$ cat src/logic/tfg_pkg.sv
package tfg_pkg;
    // Register offsets on the management register port
    localparam logic [15:0] OFS_DRIBBLE   = 16'h9413;
    localparam logic [15:0] OFS_FALSE_CAR = 16'h9414;
    localparam logic [15:0] OFS_GEN_EN    = 16'h9415;
    localparam logic [15:0] OFS_CTRL_RST  = 16'h9416;
    localparam logic [15:0] OFS_CONT      = 16'h9417;
    localparam logic [15:0] OFS_IRQ_EN    = 16'h9418;
    localparam logic [15:0] OFS_PAY_LEN   = 16'h941A;
    localparam logic [15:0] OFS_GAP_LEN   = 16'h941B;
    localparam logic [15:0] OFS_CNT_HI    = 16'h941C;
    localparam logic [15:0] OFS_CNT_LO    = 16'h941D;
    localparam logic [15:0] OFS_DONE      = 16'h941E;
    // Reset values
    localparam logic [2:0]  RST_SEL       = 3'h1;
    localparam logic [15:0] RST_PAY_LEN   = 16'h006B;
    localparam logic [7:0]  RST_GAP_LEN   = 8'h0C;
    localparam logic [15:0] RST_CNT_HI    = 16'h0000;
    localparam logic [15:0] RST_CNT_LO    = 16'h0100;
    localparam logic [15:0] RST_LFSR      = 16'hACE1;
    // Field positions
    localparam int BIT_RESTART = 3;
    // Payload select codes
    localparam logic [2:0] SEL_STOP  = 3'h0;
    localparam logic [2:0] SEL_RAND  = 3'h1;
    localparam logic [2:0] SEL_ZERO  = 3'h2;
    localparam logic [2:0] SEL_ONES  = 3'h3;
    localparam logic [2:0] SEL_ALT55 = 3'h5 - 3'h1;
    localparam logic [2:0] SEL_DECR  = 3'h5;
    // Frame layout
    localparam logic [15:0] PRE_LEN   = 16'h0008;
    localparam logic [15:0] HDR_LEN   = 16'h000E;
    localparam logic [15:0] ADDR_LEN  = 16'h0006;
    localparam logic [15:0] FCS_LEN   = 16'h0004;
    localparam logic [7:0]  PRE_BYTE  = 8'h55;
    localparam logic [7:0]  SFD_BYTE  = 8'hD5;
    localparam logic [7:0]  DST_BYTE  = 8'hFF;
    localparam logic [7:0]  SRC_BYTE  = 8'h02;
    localparam logic [7:0]  ALT_BYTE  = 8'h55;
    localparam logic [31:0] CRC_POLY  = 32'hEDB8_8320;
    localparam logic [31:0] CRC_INIT  = 32'hFFFF_FFFF;
    localparam logic [15:0] LFSR_TAPS = 16'hB400;
    // One-hot generator states
    typedef enum logic [5:0] {
        ST_IDLE = 6'b00_0001,
        ST_PRE  = 6'b00_0010,
        ST_HDR  = 6'b00_0100,
        ST_DATA = 6'b00_1000,
        ST_FCS  = 6'b01_0000,
        ST_GAP  = 6'b10_0000
    } tfg_state_t;
    // One transmit beat: enable and byte
    typedef struct packed {
        logic       en;
        logic [7:0] data;
    } tfg_beat_t;
endpackage

$ cat src/logic/tfg_generator.sv
`timescale 1ns/1ps
// Functional notes
// - Count received dribble-nibble frames while in 10 Mbps twisted-pair mode, 16 bits.
// - Count false carrier events, each bad start-of-stream entry, 16 bits.
// - Reading the receive error counter latches both counts into snapshots.
// - Generator enabled: transmit data comes from generator, MAC ignored.
// - Generator enable bit 0 turns the generator on or off.
// - Writing restart bit 3 restarts generation; bit clears itself.
// - Payload select picks random, zeros, ones, 0x55 or 255-down-to-0 data.
// - Payload select 000 finishes current frame then sends no more.
// - Continuous bit set: frames are sent without limit until stopped.
// - Continuous bit clear: send one burst of the 32-bit frame count, stop.
// - Interrupt enable set: raise interrupt when burst count is transmitted.
// - Length sets data field only; addresses, length field, FCS are added.
// - Idle gap between frames is an 8-bit byte count, default 0xC.
// - Data length field is 16 bits, reset 0x6B.
// - Frame count is high and low halves, reloaded on enable or restart.
// - Burst end sets done flag, held until read, cleared by the read.
module tfg_generator (
    input  wire logic              clk,
    input  wire logic              srst,
    input  wire logic [15:0]       reg_addr,
    input  wire logic              reg_wr,
    input  wire logic              reg_rd,
    input  wire logic [15:0]       reg_wdata,
    output logic      [15:0]       reg_rdata,
    input  wire logic              receive_error_counter_rd,
    input  wire logic              link_is_10bt,
    input  wire logic              dribble_evt,
    input  wire logic              false_carrier_evt,
    input  wire tfg_pkg::tfg_beat_t mac_beat,
    input  wire logic              mac_valid,
    output logic                   mac_ready,
    output tfg_pkg::tfg_beat_t     tx_beat,
    output logic                   tx_valid,
    input  wire logic              tx_ready,
    output logic                   gen_irq,
    output logic                   gen_active
);
    import tfg_pkg::*;

    logic [15:0] dribble_live_q, false_live_q, dribble_snap_q, false_snap_q;
    logic        gen_on_q, cont_q, irq_en_q, restart_q, done_q;
    logic [2:0]  sel_q;
    logic [15:0] pay_len_q, cnt_hi_q, cnt_lo_q;
    logic [7:0]  gap_len_q;
    logic [31:0] remaining_q;
    tfg_state_t  state_q;
    logic [15:0] idx_q, lfsr_q;
    logic [31:0] crc_q;
    logic        busy_q;
    logic        wr_hit_en, wr_hit_ctrl, start_evt, in_ready, in_valid, step;
    logic        frame_end, may_start, burst_left;
    tfg_beat_t   gen_beat, in_beat;
    logic [7:0]  pay_byte, hdr_byte;
    logic [31:0] crc_next;
    logic        gap_skip;
    logic [2:0]  frame_sel_q;

    assign wr_hit_en   = reg_wr && (reg_addr == OFS_GEN_EN);
    assign wr_hit_ctrl = reg_wr && (reg_addr == OFS_CTRL_RST);

    // Live receive event counters
    always_ff @(posedge clk) begin
        if (srst) begin
            dribble_live_q <= 16'h0000;
            false_live_q   <= 16'h0000;
        end else begin
            if (dribble_evt && link_is_10bt) dribble_live_q <= dribble_live_q + 16'h0001;
            if (false_carrier_evt) false_live_q <= false_live_q + 16'h0001;
        end
    end

    // Snapshots captured on the receive error counter read
    always_ff @(posedge clk) begin
        if (srst) begin
            dribble_snap_q <= 16'h0000;
            false_snap_q   <= 16'h0000;
        end else if (receive_error_counter_rd) begin
            dribble_snap_q <= dribble_live_q;
            false_snap_q   <= false_live_q;
        end
    end

    // Writable configuration registers
    always_ff @(posedge clk) begin
        if (srst) begin
            gen_on_q  <= 1'b0;
            sel_q     <= RST_SEL;
            cont_q    <= 1'b0;
            irq_en_q  <= 1'b0;
            pay_len_q <= RST_PAY_LEN;
            gap_len_q <= RST_GAP_LEN;
            cnt_hi_q  <= RST_CNT_HI;
            cnt_lo_q  <= RST_CNT_LO;
        end else if (reg_wr) begin
            case (reg_addr)
                OFS_GEN_EN:   gen_on_q  <= reg_wdata[0];
                OFS_CTRL_RST: sel_q     <= reg_wdata[2:0];
                OFS_CONT:     cont_q    <= reg_wdata[0];
                OFS_IRQ_EN:   irq_en_q  <= reg_wdata[0];
                OFS_PAY_LEN:  pay_len_q <= reg_wdata;
                OFS_GAP_LEN:  gap_len_q <= reg_wdata[7:0];
                OFS_CNT_HI:   cnt_hi_q  <= reg_wdata;
                OFS_CNT_LO:   cnt_lo_q  <= reg_wdata;
                default:      ;
            endcase
        end
    end

    // Restart bit holds one cycle, then clears itself
    always_ff @(posedge clk) begin
        if (srst) begin
            restart_q <= 1'b0;
        end else begin
            restart_q <= wr_hit_ctrl && reg_wdata[BIT_RESTART];
        end
    end

    // Enable rising edge or restart reloads the burst
    assign start_evt = (wr_hit_en && reg_wdata[0] && !gen_on_q) || restart_q;

    // Burst frames left to send
    always_ff @(posedge clk) begin
        if (srst) begin
            remaining_q <= 32'h0000_0000;
        end else if (start_evt) begin
            remaining_q <= {cnt_hi_q, cnt_lo_q};
        end else if (frame_end && !cont_q && remaining_q != 32'h0000_0000) begin
            remaining_q <= remaining_q - 32'h0000_0001;
        end
    end

    // Burst done flag, set wins over the clearing read
    always_ff @(posedge clk) begin
        if (srst) begin
            done_q <= 1'b0;
        end else if (frame_end && !cont_q && remaining_q == 32'h0000_0001) begin
            done_q <= 1'b1;
        end else if (reg_rd && reg_addr == OFS_DONE) begin
            done_q <= 1'b0;
        end
    end

    // Completion interrupt pulse
    always_ff @(posedge clk) begin
        if (srst) begin
            gen_irq <= 1'b0;
        end else begin
            gen_irq <= irq_en_q && frame_end && !cont_q && remaining_q == 32'h0000_0001;
        end
    end

    // Register read data
    always_ff @(posedge clk) begin
        if (srst) begin
            reg_rdata <= 16'h0000;
        end else if (reg_rd) begin
            case (reg_addr)
                OFS_DRIBBLE:   reg_rdata <= dribble_snap_q;
                OFS_FALSE_CAR: reg_rdata <= false_snap_q;
                OFS_GEN_EN:    reg_rdata <= {15'h0000, gen_on_q};
                OFS_CTRL_RST:  reg_rdata <= {12'h000, restart_q, sel_q};
                OFS_CONT:      reg_rdata <= {15'h0000, cont_q};
                OFS_IRQ_EN:    reg_rdata <= {15'h0000, irq_en_q};
                OFS_PAY_LEN:   reg_rdata <= pay_len_q;
                OFS_GAP_LEN:   reg_rdata <= {8'h00, gap_len_q};
                OFS_CNT_HI:    reg_rdata <= cnt_hi_q;
                OFS_CNT_LO:    reg_rdata <= cnt_lo_q;
                OFS_DONE:      reg_rdata <= {15'h0000, done_q};
                default:       reg_rdata <= 16'h0000;
            endcase
        end
    end

    // Frame start conditions; enable and select only looked at between frames
    assign burst_left = cont_q || (remaining_q != 32'h0000_0000);
    assign may_start  = gen_on_q && (sel_q != SEL_STOP) && burst_left && !start_evt;
    assign step       = in_ready && !state_q[0];
    assign frame_end  = step && (state_q == ST_FCS) && (idx_q == FCS_LEN - 16'h0001);

    // Header bytes: destination, source, big-endian length
    always_comb begin
        if (idx_q < ADDR_LEN) begin
            hdr_byte = DST_BYTE;
        end else if (idx_q < ADDR_LEN + ADDR_LEN) begin
            hdr_byte = SRC_BYTE;
        end else if (idx_q == ADDR_LEN + ADDR_LEN) begin
            hdr_byte = pay_len_q[15:8];
        end else begin
            hdr_byte = pay_len_q[7:0];
        end
    end

    // Payload pattern
    always_comb begin
        case (frame_sel_q)
            SEL_ZERO:  pay_byte = 8'h00;
            SEL_ONES:  pay_byte = 8'hFF;
            SEL_ALT55: pay_byte = ALT_BYTE;
            SEL_DECR:  pay_byte = ~idx_q[7:0];
            default:   pay_byte = lfsr_q[7:0];
        endcase
    end

    // Byte put out in each state
    always_comb begin
        gen_beat.en = 1'b1;
        case (state_q)
            ST_PRE:  gen_beat.data = (idx_q == PRE_LEN - 16'h0001) ? SFD_BYTE : PRE_BYTE;
            ST_HDR:  gen_beat.data = hdr_byte;
            ST_DATA: gen_beat.data = pay_byte;
            ST_FCS:  gen_beat.data = ~crc_q[{idx_q[1:0], 3'b000} +: 8];
            default: begin
                gen_beat.en   = 1'b0;
                gen_beat.data = 8'h00;
            end
        endcase
    end

    // Byte-wide CRC update
    always_comb begin
        crc_next = crc_q ^ {24'h00_0000, gen_beat.data};
        for (int b = 0; b < 8; b++) begin
            crc_next = crc_next[0] ? ((crc_next >> 1) ^ CRC_POLY) : (crc_next >> 1);
        end
    end

    // Frame sequencer
    always_ff @(posedge clk) begin
        if (srst) begin
            state_q <= ST_IDLE;
            idx_q   <= 16'h0000;
        end else begin
            case (state_q)
                ST_IDLE: begin
                    idx_q <= 16'h0000;
                    if (may_start && in_ready) state_q <= ST_PRE;
                end
                ST_PRE: if (step) begin
                    idx_q <= (idx_q == PRE_LEN - 16'h0001) ? 16'h0000 : idx_q + 16'h0001;
                    if (idx_q == PRE_LEN - 16'h0001) state_q <= ST_HDR;
                end
                ST_HDR: if (step) begin
                    idx_q <= (idx_q == HDR_LEN - 16'h0001) ? 16'h0000 : idx_q + 16'h0001;
                    if (idx_q == HDR_LEN - 16'h0001) state_q <= (pay_len_q == 16'h0000) ? ST_FCS : ST_DATA;
                end
                ST_DATA: if (step) begin
                    idx_q <= (idx_q == pay_len_q - 16'h0001) ? 16'h0000 : idx_q + 16'h0001;
                    if (idx_q == pay_len_q - 16'h0001) state_q <= ST_FCS;
                end
                ST_FCS: if (step) begin
                    idx_q <= (idx_q == FCS_LEN - 16'h0001) ? 16'h0000 : idx_q + 16'h0001;
                    if (idx_q == FCS_LEN - 16'h0001) state_q <= ST_GAP;
                end
                ST_GAP: if (step || gap_len_q == 8'h00) begin
                    idx_q <= idx_q + 16'h0001;
                    if (idx_q[7:0] >= gap_len_q - 8'h01 || gap_len_q == 8'h00) begin
                        idx_q   <= 16'h0000;
                        state_q <= ST_IDLE;
                    end
                end
                default: state_q <= ST_IDLE;
            endcase
        end
    end

    // CRC accumulator, reset at each preamble
    always_ff @(posedge clk) begin
        if (srst) begin
            crc_q <= CRC_INIT;
        end else if (state_q == ST_PRE) begin
            crc_q <= CRC_INIT;
        end else if (step && (state_q == ST_HDR || state_q == ST_DATA)) begin
            crc_q <= crc_next;
        end
    end

    // Random payload source
    always_ff @(posedge clk) begin
        if (srst) begin
            lfsr_q <= RST_LFSR;
        end else if (step && state_q == ST_DATA) begin
            lfsr_q <= lfsr_q[0] ? ((lfsr_q >> 1) ^ LFSR_TAPS) : (lfsr_q >> 1);
        end
    end

    // Payload code frozen while a frame is on its way, so a late select change cannot alter it
    always_ff @(posedge clk) begin
        if (srst) begin
            frame_sel_q <= RST_SEL;
        end else if (state_q == ST_IDLE) begin
            frame_sel_q <= sel_q;
        end
    end

    // Generator owns the path while on or while finishing a frame
    always_ff @(posedge clk) begin
        if (srst) begin
            busy_q <= 1'b0;
        end else begin
            busy_q <= !(state_q == ST_IDLE) || (may_start && in_ready);
        end
    end
    assign gen_active = gen_on_q || busy_q;

    // Source select in front of the buffer
    assign in_beat   = gen_active ? gen_beat : mac_beat;
    // A zero gap puts out no idle beat at all
    assign gap_skip  = (state_q == ST_GAP) && (gap_len_q == 8'h00);
    assign in_valid  = gen_active ? (!state_q[0] && !gap_skip) : mac_valid;
    assign mac_ready = !gen_active && in_ready;

    // Two-entry buffer toward the transmit path
    tfg_beat_t  buf_q [2];
    logic       wr_ptr_q, rd_ptr_q;
    logic [1:0] fill_q;
    logic       push, pop;
    assign in_ready = (fill_q != 2'd2);
    assign push     = in_valid && in_ready;
    assign pop      = tx_valid && tx_ready;
    assign tx_valid = (fill_q != 2'd0);
    assign tx_beat  = buf_q[rd_ptr_q];

    // Buffer storage and pointers
    always_ff @(posedge clk) begin
        if (srst) begin
            wr_ptr_q <= 1'b0;
            rd_ptr_q <= 1'b0;
            fill_q   <= 2'd0;
            buf_q[0] <= '0;
            buf_q[1] <= '0;
        end else begin
            if (push) begin
                buf_q[wr_ptr_q] <= in_beat;
                wr_ptr_q        <= !wr_ptr_q;
            end
            if (pop) rd_ptr_q <= !rd_ptr_q;
            fill_q <= fill_q + {1'b0, push} - {1'b0, pop};
        end
    end
endmodule

$ cat config.mk
export PLATFORM = sky130hd
export DESIGN_NAME = tfg_generator
export DESIGN_NICKNAME = d
export VERILOG_FILES = /design/src/logic/tfg_pkg.sv /design/src/logic/tfg_generator.sv
export SDC_FILE = /design/constraint.sdc
export NUM_CORES = 1
export LEC_CHECK = 0
export BUFFER_PORTS_ARGS = -buffer_cell sky130_fd_sc_hd__buf_4
export CAP_MARGIN = 30
export CELL_PAD_IN_SITES_DETAIL_PLACEMENT = 1
export CELL_PAD_IN_SITES_GLOBAL_PLACEMENT = 1
export CORE_MARGIN = 2
export CORE_UTILIZATION = 40
export CTS_CLUSTER_DIAMETER = 30
export DETAILED_ROUTE_END_ITERATION = 8
export PLACE_DENSITY = 0.7
export SLEW_MARGIN = 20
export SYNTH_ARGS = -nofsm -noshare
export SYNTH_HDL_FRONTEND = slang
export SYNTH_SLANG_ARGS = --single-unit
$ cat constraint.sdc
create_clock -name clk -period 3.7 [get_ports clk]
set_input_delay 0.37 -clock clk [delete_from_list [all_inputs] [get_ports clk]]
set_output_delay 0.37 -clock clk [all_outputs]
set_load 0.02 [all_outputs]
# Word level (Yosys, flattened, before mapping)
# Memories as Yosys holds them, arrays and structs flattened. A register that Yosys moved wholly into a read port is not among the register bits.
# Cells that the tools add are included.
dict set report totals {
  register_bits 255
  ramBits 18
  inputBits 51
  wordCells 211
  memories 1
}
dict set report classes {
  addsub 8
  magnitude_cmp 3
  eq_ne 39
  shifts 1
  n_mux 57
  n_bitwise 12
  reduce_logical 64
}
# name depth width rd rd_clocked_by_memory_dff write_ports line
set memory_table {}
lappend memory_table {buf_q 2 9 1 1 2 tfg_generator.sv:315} ;# tfg_beat_t buf_q [2];
# op count
set op_table {}
lappend op_table {{$mux 32} 10}
lappend op_table {{$eq 16x16->1 const B} 11}
lappend op_table {{$mux 16} 11}
lappend op_table {{$pmux 16 s11} 1}
lappend op_table {{$not 13->14} 8}
lappend op_table {{$pmux 16 s6} 1}
lappend op_table {{$mux 6} 11}
lappend op_table {{$pmux 8 s4} 2}
lappend op_table {{$add 16x1->16 const B} 3}
lappend op_table {{$pmux 6 s6} 1}
lappend op_table {{$eq 16x4->1 const B} 2}
lappend op_table {{$eq 32x1->1 const B} 1}
lappend op_table {{$mux 8} 4}
lappend op_table {{$reduce_bool 32->1} 1}
lappend op_table {{$shiftx 32x6->8} 1}
lappend op_table {{$sub 32x1->32 const B} 1}
lappend op_table {{$xor 32x8->32} 1}
lappend op_table {{$logic_and 1x1->1} 27}
lappend op_table {{$ne 2x2->1 const B} 11}
lappend op_table {{$mux 9} 2}
lappend op_table {{$eq 16x16->1} 1}
lappend op_table {{$eq 16x2->1 const B} 1}
lappend op_table {{$eq 16x3->1 const B} 1}
lappend op_table {{$logic_not 16->1} 1}
lappend op_table {{32 further kinds} 70}

# Longest topological paths before layout
# Gate-level depths: netlist (run 1).
dict set report logic_depth {
  depth_word 22
  mapped_depth 14
}

# Worst setup path before layout (run 1)
# OpenSTA, ideal clock, no wires.
dict set report synth_timing {
  path_kind {register to register}
  start {reg gap_len_q[2]}
  end {reg state_q[3]}
  setup_ns 0.070
  arrival_ns 3.044
  required_ns 3.630
  path_slack_ns 0.586
  path_stages_with_launch 11
  period_less_slack_ns 3.114
  path_cell_list {dfxtp_1 > or4_1 > nor4_1 > xnor2_1 > ha_1 > a211o_1 > a21oi_1 > or3_1 > or3_4 > or4_1 > a21oi_1}
}
dict set report synth_between {
  elab_chain_len 5
}
# item line
set synth_lines {}
lappend synth_lines {{start: declaration} tfg_generator.sv:46} ;# logic [7:0] gap_len_q;
lappend synth_lines {{start signal: assignment} tfg_generator.sv:103} ;# OFS_GAP_LEN: gap_len_q <= reg_wdata[7:0];
lappend synth_lines {{$sub 8x1->8} tfg_generator.sv:258} ;# if (idx_q[7:0] >= gap_len_q - 8'h01 || gap_len_q == 8'h00) begin
lappend synth_lines {{$ge 8x8->1} tfg_generator.sv:258}
lappend synth_lines {{$logic_or 1x1->1} tfg_generator.sv:258}
lappend synth_lines {{$ne 2x2->1 (no line)} --}
lappend synth_lines {{$reduce_and 11->1 (no line) *} --}
lappend synth_lines {{end signal: assignment} tfg_generator.sv:246} ;# if (idx_q == HDR_LEN - 16'h0001) state_q <= (pay_len_q == 16'h0000) ? ST_FCS : ST_DATA;
lappend synth_lines {{end: declaration} tfg_generator.sv:48} ;# tfg_state_t state_q;
# Mark *: on every way between the ends. The rest lies on a longest branch, timed or not.
# A chain may end at the register's enable or synchronous reset.

# Final worst setup path (run 1)
# Ends and elaborated chain as after synthesis.

==> results of run 1 <==
cells in the mapped netlist (8+ instances only):
cell	n	area share, %
nor4_1	12	0.53
xor2_1	44	2.7
nor2b_1	8	0.35
nand3b_1	11	0.58
a222oi_1	13	0.92
a211oi_1	29	1.5
or4_1	9	0.48
a31oi_1	17	0.75
mux2_2	12	0.95
a21o_1	10	0.53
edfxtp_1	18	3.8
buf_2	11	0.39
nand2_1	216	5.7
clkbuf_1	80	2.1
and3_1	13	0.57
o21ai_0	45	1.6
nand4_1	10	0.44
nand3_1	47	1.7
inv_1	26	0.69
mux4_2	8	1.3
ha_1	19	1.7
nor3_1	29	1.0
o211ai_1	25	1.3
nor2_1	186	4.9
mux2i_1	50	3.5
dfxtp_1	256	36
a21oi_1	124	4.4
buf_1	8	0.21
xnor2_1	78	4.8
or3_1	31	1.4
nor3b_1	10	0.53
nand2b_1	11	0.49
a22oi_1	27	1.4
o21ai_1	10	0.35
a311oi_1	8	0.49
per-stage QoR:
step	total power [µW]	utilization (%)	cell area (µm²)	setup slack (ns)	cells
finish	11200	52.1	18100	0.194	2254
global route	11500	52.1	18100	0.00772	2254
CTS	11200	52.1	18100	0.172	2254
detailed placement	4430	44.4	15400	0.219	2121
global placement	4400	44.4	15400	0.233	2121
floorplan	4000	-	14200	0.586	1633
flip-flops by register name, summed over array words and instances (netlist names), 2 cells and up, named ones only:
signal / count
state_q: 6
pay_len_q: 16
cnt_hi_q: 16
sel_q: 3
false_snap_q: 16
crc_q: 32
dribble_snap_q: 16
buf_q: 18
reg_rdata: 16
fill_q: 2
cnt_lo_q: 16
lfsr_q: 16
remaining_q: 32
frame_sel_q: 3
gap_len_q: 8
false_live_q: 16
idx_q: 16
dribble_live_q: 16
worst max path at each step:
stage                              start                 endpoint  slack [ns]  depth (start not counted)
2_1_floorplan  gap_len_q[2]$_SDFFE_PP1P_  state_q[3]$_SDFFE_PP0P_        0.59                         10
3_3_place_gp   pay_len_q[0]$_SDFFE_PP1P_  state_q[3]$_SDFFE_PP0P_        0.23                         11
3_5_place_dp   pay_len_q[0]$_SDFFE_PP1P_  state_q[3]$_SDFFE_PP0P_        0.22                         11
4_1_cts        pay_len_q[0]$_SDFFE_PP1P_  state_q[3]$_SDFFE_PP0P_        0.17                         11
5_1_grt        pay_len_q[0]$_SDFFE_PP1P_  state_q[4]$_SDFFE_PP0P_       0.008                         11
6_report       gap_len_q[2]$_SDFFE_PP1P_  state_q[3]$_SDFFE_PP0P_        0.19                          9
placed cells by master, fill, tap and decap left out, types with 11 or more instances in the layout:
cell,synthesis,final
nand2_1,216,216
mux2_2,12,12
a21oi_1,124,124
xor2_1,44,44
buf_4,3,135
dfxtp_1,256,256
a222oi_1,13,13
nand3b_1,11,11
nand2b_1,11,11
inv_1,26,26
edfxtp_1,18,18
and3_1,13,13
nor4_1,12,11
clkbuf_16,0,76
a211oi_1,29,29
o211ai_1,25,25
xnor2_1,78,78
nor2_1,186,186
nand3_1,47,47
bufinv_16,0,13
a22oi_1,27,27
mux2i_1,50,50
clkinv_2,0,12
or3_1,31,31
o21ai_0,45,44
nor3_1,29,27
ha_1,19,19
a31oi_1,17,17
metal layers:
| layer | GRT usage (%) | up-vias |
|---|---|---|
| met5 | 0 | - |
| met4 | 9.16 | 0 |
| met3 | 5.55 | 84 |
| met2 | 44.1 | 368 |
| met1 | 35.8 | 6431 |
| li1 | - | 6056 |
power breakdown:
group	switching [µW]	internal, µW
Combinational	719	505
Clock	1940	4830
Sequential	72.1	3100
Total	2730	8430
cells by family after synthesis:
logic type	after synthesis
AOI/OAI and AO/OA	354
xor gates and xnor gates	144
adders and majority gates	19
buffers and inverters	131
DFF	274
muxes	70
and+or+nand+nor	641
cell type report:
cell class | count | area [µm²]
clock buffer | 95 | 2070
sequential | 274 | 5670
timing repair buffer | 136 | 1020
multi-input combinational | 1228 | 8060
inverter | 28 | 105
fill | 3934 | 16600
tap | 455 | 569
clock inverter | 38 | 583
worst max-delay path, cell delays in order, from the launching register on:
cell	delay, ns
dfxtp_1	0.35
or4_1	0.59
nor4b_1	0.58
or2_1	0.20
a211o_1	0.12
a21oi_1	0.05
or3_1	0.37
or3_4	0.49
or4_1	0.52
a21oi_1	0.15
==> impl_metrics.ini, run 1 <==
[timing]
setup_total_negative_slack_ns = 0
holdWs_ns = 0.0456
min_period_over_period_pct = 94.8
final-max-slew-violation-count = 0
finalHoldViolCount = 0
timing.fmax_ghz = 0.285
rsz0062_at_grt = false
skew_ns = 0.0297
setup_viol = 0
max_slew_margin_pct = 37.5
worst_pin_slew_ns = 0.937
post-route-min-period_ns = 3.51

[yosys]
syn_area_um2 = 14200
synthMuxAreaShare_pct = 5.75
synth_fp_nets = 1703
synth_compound_area_share_pct = 16.2
synth_top_family_by_area = simple AND/OR/NAND/NOR gates
seq_area_frac_synth_pct = 39.9
async_sr_flop_fraction_pct = 0
synthCells = 1633
synth.lib_cells_used.distinct = 83
synth-adder-area-share_pct = 1.68
synth_simple_gate_area_share_pct = 21.9
predominant_post_synthesis_flop_cell = dfxtp_1
post_synth_xor_area_fraction_pct = 10.8
yosys_warnings = 0
syn_avg_cell_area_um2 = 8.69
number_of_flops_mapped_to_enable_cells_by_yosys = 18
ys_ff_latch = 274

[clock_tree]
cts_max_path_buffers = 3
post-cts-setup-buffers = 0
cts-buffers-inserted = 73
postCtsResizedCells = 0
h-tree-depth = 3
cts_hold_buf = 0
clkSlewWorstSetupHoldPaths_ns = 0.04
clk-insertion-delay-late_ns = 0.58
root_cell_of_the_clock_tree = clkbuf_16
tritoncts = built
clkSinkCount = 274

[power_and_ir_drop]
static-leakage-power_uw = 0.00704
power-per-cell-area_nw_per_um2 = 617
ir_drop_mv = 0.514

[layout]
final_nets = 1811
drive_above_1_share_pct = 18.0
layout-area-overhead-vs-synth_pct = 27.4
num_antenna_cells = 0

[hold_path]
worst_hold_endpoint = cnt_lo_q[8]$_SDFFE_PP1P_
hp-class = input pin to flip-flop
min_from = reg_wdata[8]
hold_path_depth = 3

[worst_setup_path]
regToRegEndpoint = state_q[3]$_SDFFE_PP0P_
rr_worst_depth = 9
r2r-start = gap_len_q[2]$_SDFFE_PP1P_
cp-start-kind = flip-flop
required_ns = 4.19
cp_data_arrival_time_ns = 4.00
cp_max_fo = 14
criticalPathCategory = flip-flop to flip-flop
reg2reg_slack_ns = 0.19
crit_path_end_kind = flip-flop

[detailed_routing]
vias = 12939
detail_route.first_pass.iterations = 8
drt_drc_violations_left = 0
detail_route.vias_per_cell = 5.74
detailroute.wirelength.met3_um = 2740
drt-initial-drc-count = 972
wl_met2_um = 23200
top_metal_used = met4
route.antenna.remaining_nets = 0
postRouteWirelength_um = 49200
routedLengthMet1_um = 21900
wirelength_per_cell_um = 21.8

[grt]
grt_max_degree = 87
grt_overflow_total = 0
grtUsageTotal_pct = 27.1
grt_first_pass_wirelength_um = 77100
antenna_violations_before_repair = 0
first_global_vias = 13398

[place]
dpl.hpwl_um = 34300
io_buffer_count = 79
routabilityCongestion = 0.871

[floorplanning]
initial_utilization_pct = 40.9
ioPinCount = 80
design.core.area_um2 = 34700
placementRows = 68
die_height_um = 192
die_area_um2 = 37000
die_width_um = 192

[job]
number_of_max_cap_violations = 0

[run_status]
status = completed
Power figures use the tool's default switching activity.
==> run 2, diff against run 1 <==
--- a/config.mk
+++ b/config.mk
@@ -5,6 +5,7 @@
 export SDC_FILE = /design/constraint.sdc
 export NUM_CORES = 1
 export LEC_CHECK = 0
+export ABC_AREA = 1
 export BUFFER_PORTS_ARGS = -buffer_cell sky130_fd_sc_hd__buf_4
 export CAP_MARGIN = 30
 export CELL_PAD_IN_SITES_DETAIL_PLACEMENT = 1
@@ -13,7 +14,7 @@
 export CORE_UTILIZATION = 40
 export CTS_CLUSTER_DIAMETER = 30
 export DETAILED_ROUTE_END_ITERATION = 8
-export PLACE_DENSITY = 0.7
+export PLACE_DENSITY = 0.73
 export SLEW_MARGIN = 20
 export SYNTH_ARGS = -nofsm -noshare
 export SYNTH_HDL_FRONTEND = slang
==> run 2 against run 1 <==
Effect of this change: power increased by 5.9%; hold slack better by 0.027 ns; wire length up 9.3%; combinational power increased by 58%; sequential share of layout area decreased by 1.2 points; critical path type unchanged; highest routed layer unchanged; worst setup slack improved by 0.36 ns.
==> impl_metrics.ini, run 2 <==
[clock_tree]
h-tree-depth = 3
clk-insertion-delay-late_ns = 0.59
post-cts-setup-buffers = 0
clkSlewWorstSetupHoldPaths_ns = 0.05
tritoncts = built
clkSinkCount = 274
root_cell_of_the_clock_tree = clkbuf_16
cts-buffers-inserted = 75
postCtsResizedCells = 0
cts_max_path_buffers = 3

[yosys]
predominant_post_synthesis_flop_cell = dfxtp_1
yosysMostFrequentCell = nand2_1
synth.lib_cells_used.distinct = 56
async_sr_flop_fraction_pct = 0
synthCells = 2157
syn_avg_cell_area_um2 = 7.02
synth_fp_nets = 2227
seq_area_frac_synth_pct = 37.4
number_of_flops_mapped_to_enable_cells_by_yosys = 18
yosys_warnings = 0
yosys-top-cells-count = nand2_1, dfxtp_1, a21oi_1, inv_1, nor2_1
yosysTopAreaCell = dfxtp_1
area_share_of_the_leading_cell_type_in_the_synthesized_netlist_pct = 33.8
ys_ff_latch = 274
ys_top_cells_by_area = dfxtp_1, nand2_1, a21oi_1
syn_area_um2 = 15100

[grt]
first_global_vias = 15518
grt_max_degree = 129
antenna_violations_before_repair = 1
grt_first_pass_wirelength_um = 84800
grt_overflow_total = 0
grtUsageTotal_pct = 27.6

[power_and_ir_drop]
p_total_uw = 11800
power-per-cell-area_nw_per_um2 = 628
ir_drop_mv = 0.301
static-leakage-power_uw = 0.00785

[detailed_routing]
drt-initial-drc-count = 1014
detail_route.vias_per_cell = 5.40
drt_drc_violations_left = 0
postRouteWirelength_um = 53700
wirelength_per_cell_um = 19.0
detail_route.first_pass.iterations = 5
vias = 15233
route.antenna.remaining_nets = 0

[floorplanning]
die_area_um2 = 39400
placementRows = 71
ioPinCount = 80
initial_utilization_pct = 40.4
die_width_um = 199
design.core.area_um2 = 37500
die_height_um = 199

[run_status]
status = completed

[layout]
most_common_library_cell_in_the_layout_ignoring_fill_and_taps = nand2_1
num-fill-cells = 4731
layout-area-overhead-vs-synth_pct = 24.2
drive_above_1_share_pct = 14.9
largest_registers = crc_q: 32 flops, remaining_q: 32 flops, buf_q: 18 flops
most-common-layout-cells = nand2_1, dfxtp_1, a21oi_1
final_nets = 2317

[timing]
timing.fmax_ghz = 0.318
rsz0062_at_grt = false
worst_pin_slew_ns = 0.995
holdWs_ns = 0.0730
finalHoldViolCount = 0
max_slew_margin_pct = 33.6
final-max-slew-violation-count = 0
post-route-min-period_ns = 3.15
min_period_over_period_pct = 85.1
setup_total_negative_slack_ns = 0
skew_ns = 0.0183
setup_viol = 0

[worst_setup_path]
r2r-start = gen_on_q$_SDFFE_PP0N_
criticalPathCategory = flip-flop to flip-flop
cp_max_stage_cell = a32oi_1
cpLargestDelayFamily = simple AND/OR/NAND/NOR gates
cp_max_fo = 15
required_ns = 3.92
crit_path_max_incr_delay_ns = 0.59
worst-path-buf-inv = 1
timing.critical_path.from = gen_on_q$_SDFFE_PP0N_
cp_data_arrival_time_ns = 3.37
cp_cell_sequence = nor2_1 > inv_1 > a32oi_1 > nor2_1 > nand2_1 > nand2_1
cp-start-kind = flip-flop
crit_path_end_kind = flip-flop

[hold_path]
hp-class = input pin to flip-flop
min_from = reg_wdata[8]

[job]
number_of_max_cap_violations = 0

[place]
dpl.hpwl_um = 38900
io_buffer_count = 79
routabilityCongestion = 0.904
==> run 2: cell types whose count changed after synthesis, sizes merged, moves of 32 or more <==
cell / before / now
a21oi: 124 / 252
inv: 26 / 242
mux2i: 50 / 0
nand2: 216 / 443
nand3: 48 / 131
nor2: 186 / 238
o21ai: 55 / 197
or3: 32 / 0
xnor2: 84 / 26
==> run 2: stage by stage <==
stage / util [%] / area (µm²) / instances / setup WS, ns
after detailed placement: 43.1 / 16200 / 2679 / 0.663
after global routing: 50.2 / 18800 / 2820 / 0.330
after floorplan: - / 15100 / 2157 / 1.37
final: 50.2 / 18800 / 2821 / 0.550
after CTS: 50.1 / 18800 / 2819 / 0.556
after global placement: 43.1 / 16100 / 2678 / 0.756
==> run 2: routing by layer <==
metal	vias to the layer above	GRT usage (%)	share of wire [%]
met1	7325	35.3	45
met5	-	0	0
met3	136	5.34	5.1
met4	0	13.2	4.7
li1	7382	-	-
met2	390	44.5	45
==> run 2: final timing paths <==
kind / to / slack (ns) / cells past startpoint
min reg2reg: false_live_q[15]$_SDFFE_PP0P_ / 0.45 / 1
min: cnt_lo_q[8]$_SDFFE_PP1P_ / 0.07 / 3
max reg2reg: buf_q[0][2]$_SDFFCE_PN0P_ / 0.55 / 6
max: buf_q[0][2]$_SDFFCE_PN0P_ / 0.55 / 6
==> run 2: cell families after synthesis <==
family	share of synthesized area, %
buffers and inverters	8.44
DFF	37.4
adders and majority gates	1.57
AOI/OAI and AO/OA	19.6
muxes	0.669
and+or+nand+nor	27.2
xor gates and xnor gates	5.07
==> run 2: where the power goes <==
| group | internal (µW) | switching [µW] | total [µW] | leakage (µW) |
|---|---|---|---|---|
| clock network | 4610 | 2040 | 6650 | 0.00128 |
| logic | 577 | 1350 | 1930 | 0.00431 |
| registers | 3140 | 100 | 3240 | 0.00226 |
| total | 8320 | 3500 | 11800 | 0.00785 |
==> run 2: cell type report <==
type,instances,area (µm²),share of cell area (%)
Multi-Input combinational cell,1555,8210,43.6
Sequential cell,274,5670,30.1
Clock buffer,99,2090,11.1
Inverter,245,923,4.91
Timing Repair Buffer,96,751,3.99
Tap cell,511,639,3.40
Clock inverter,40,534,2.84
Antenna cell,1,2.50,0.0133
==> run 2: timing repair <==
item | 4_1_cts | 5_1_grt
hold buffers | 1 | 0
setup endpoints to repair | 0 | 0
hold endpoints to repair | 1 | 0
==> run 2: worst min-delay path, delay by kind of cell <==
kind,cells,cell delay [ns]
compound gates,2,0.12
buf+inv,1,0.12
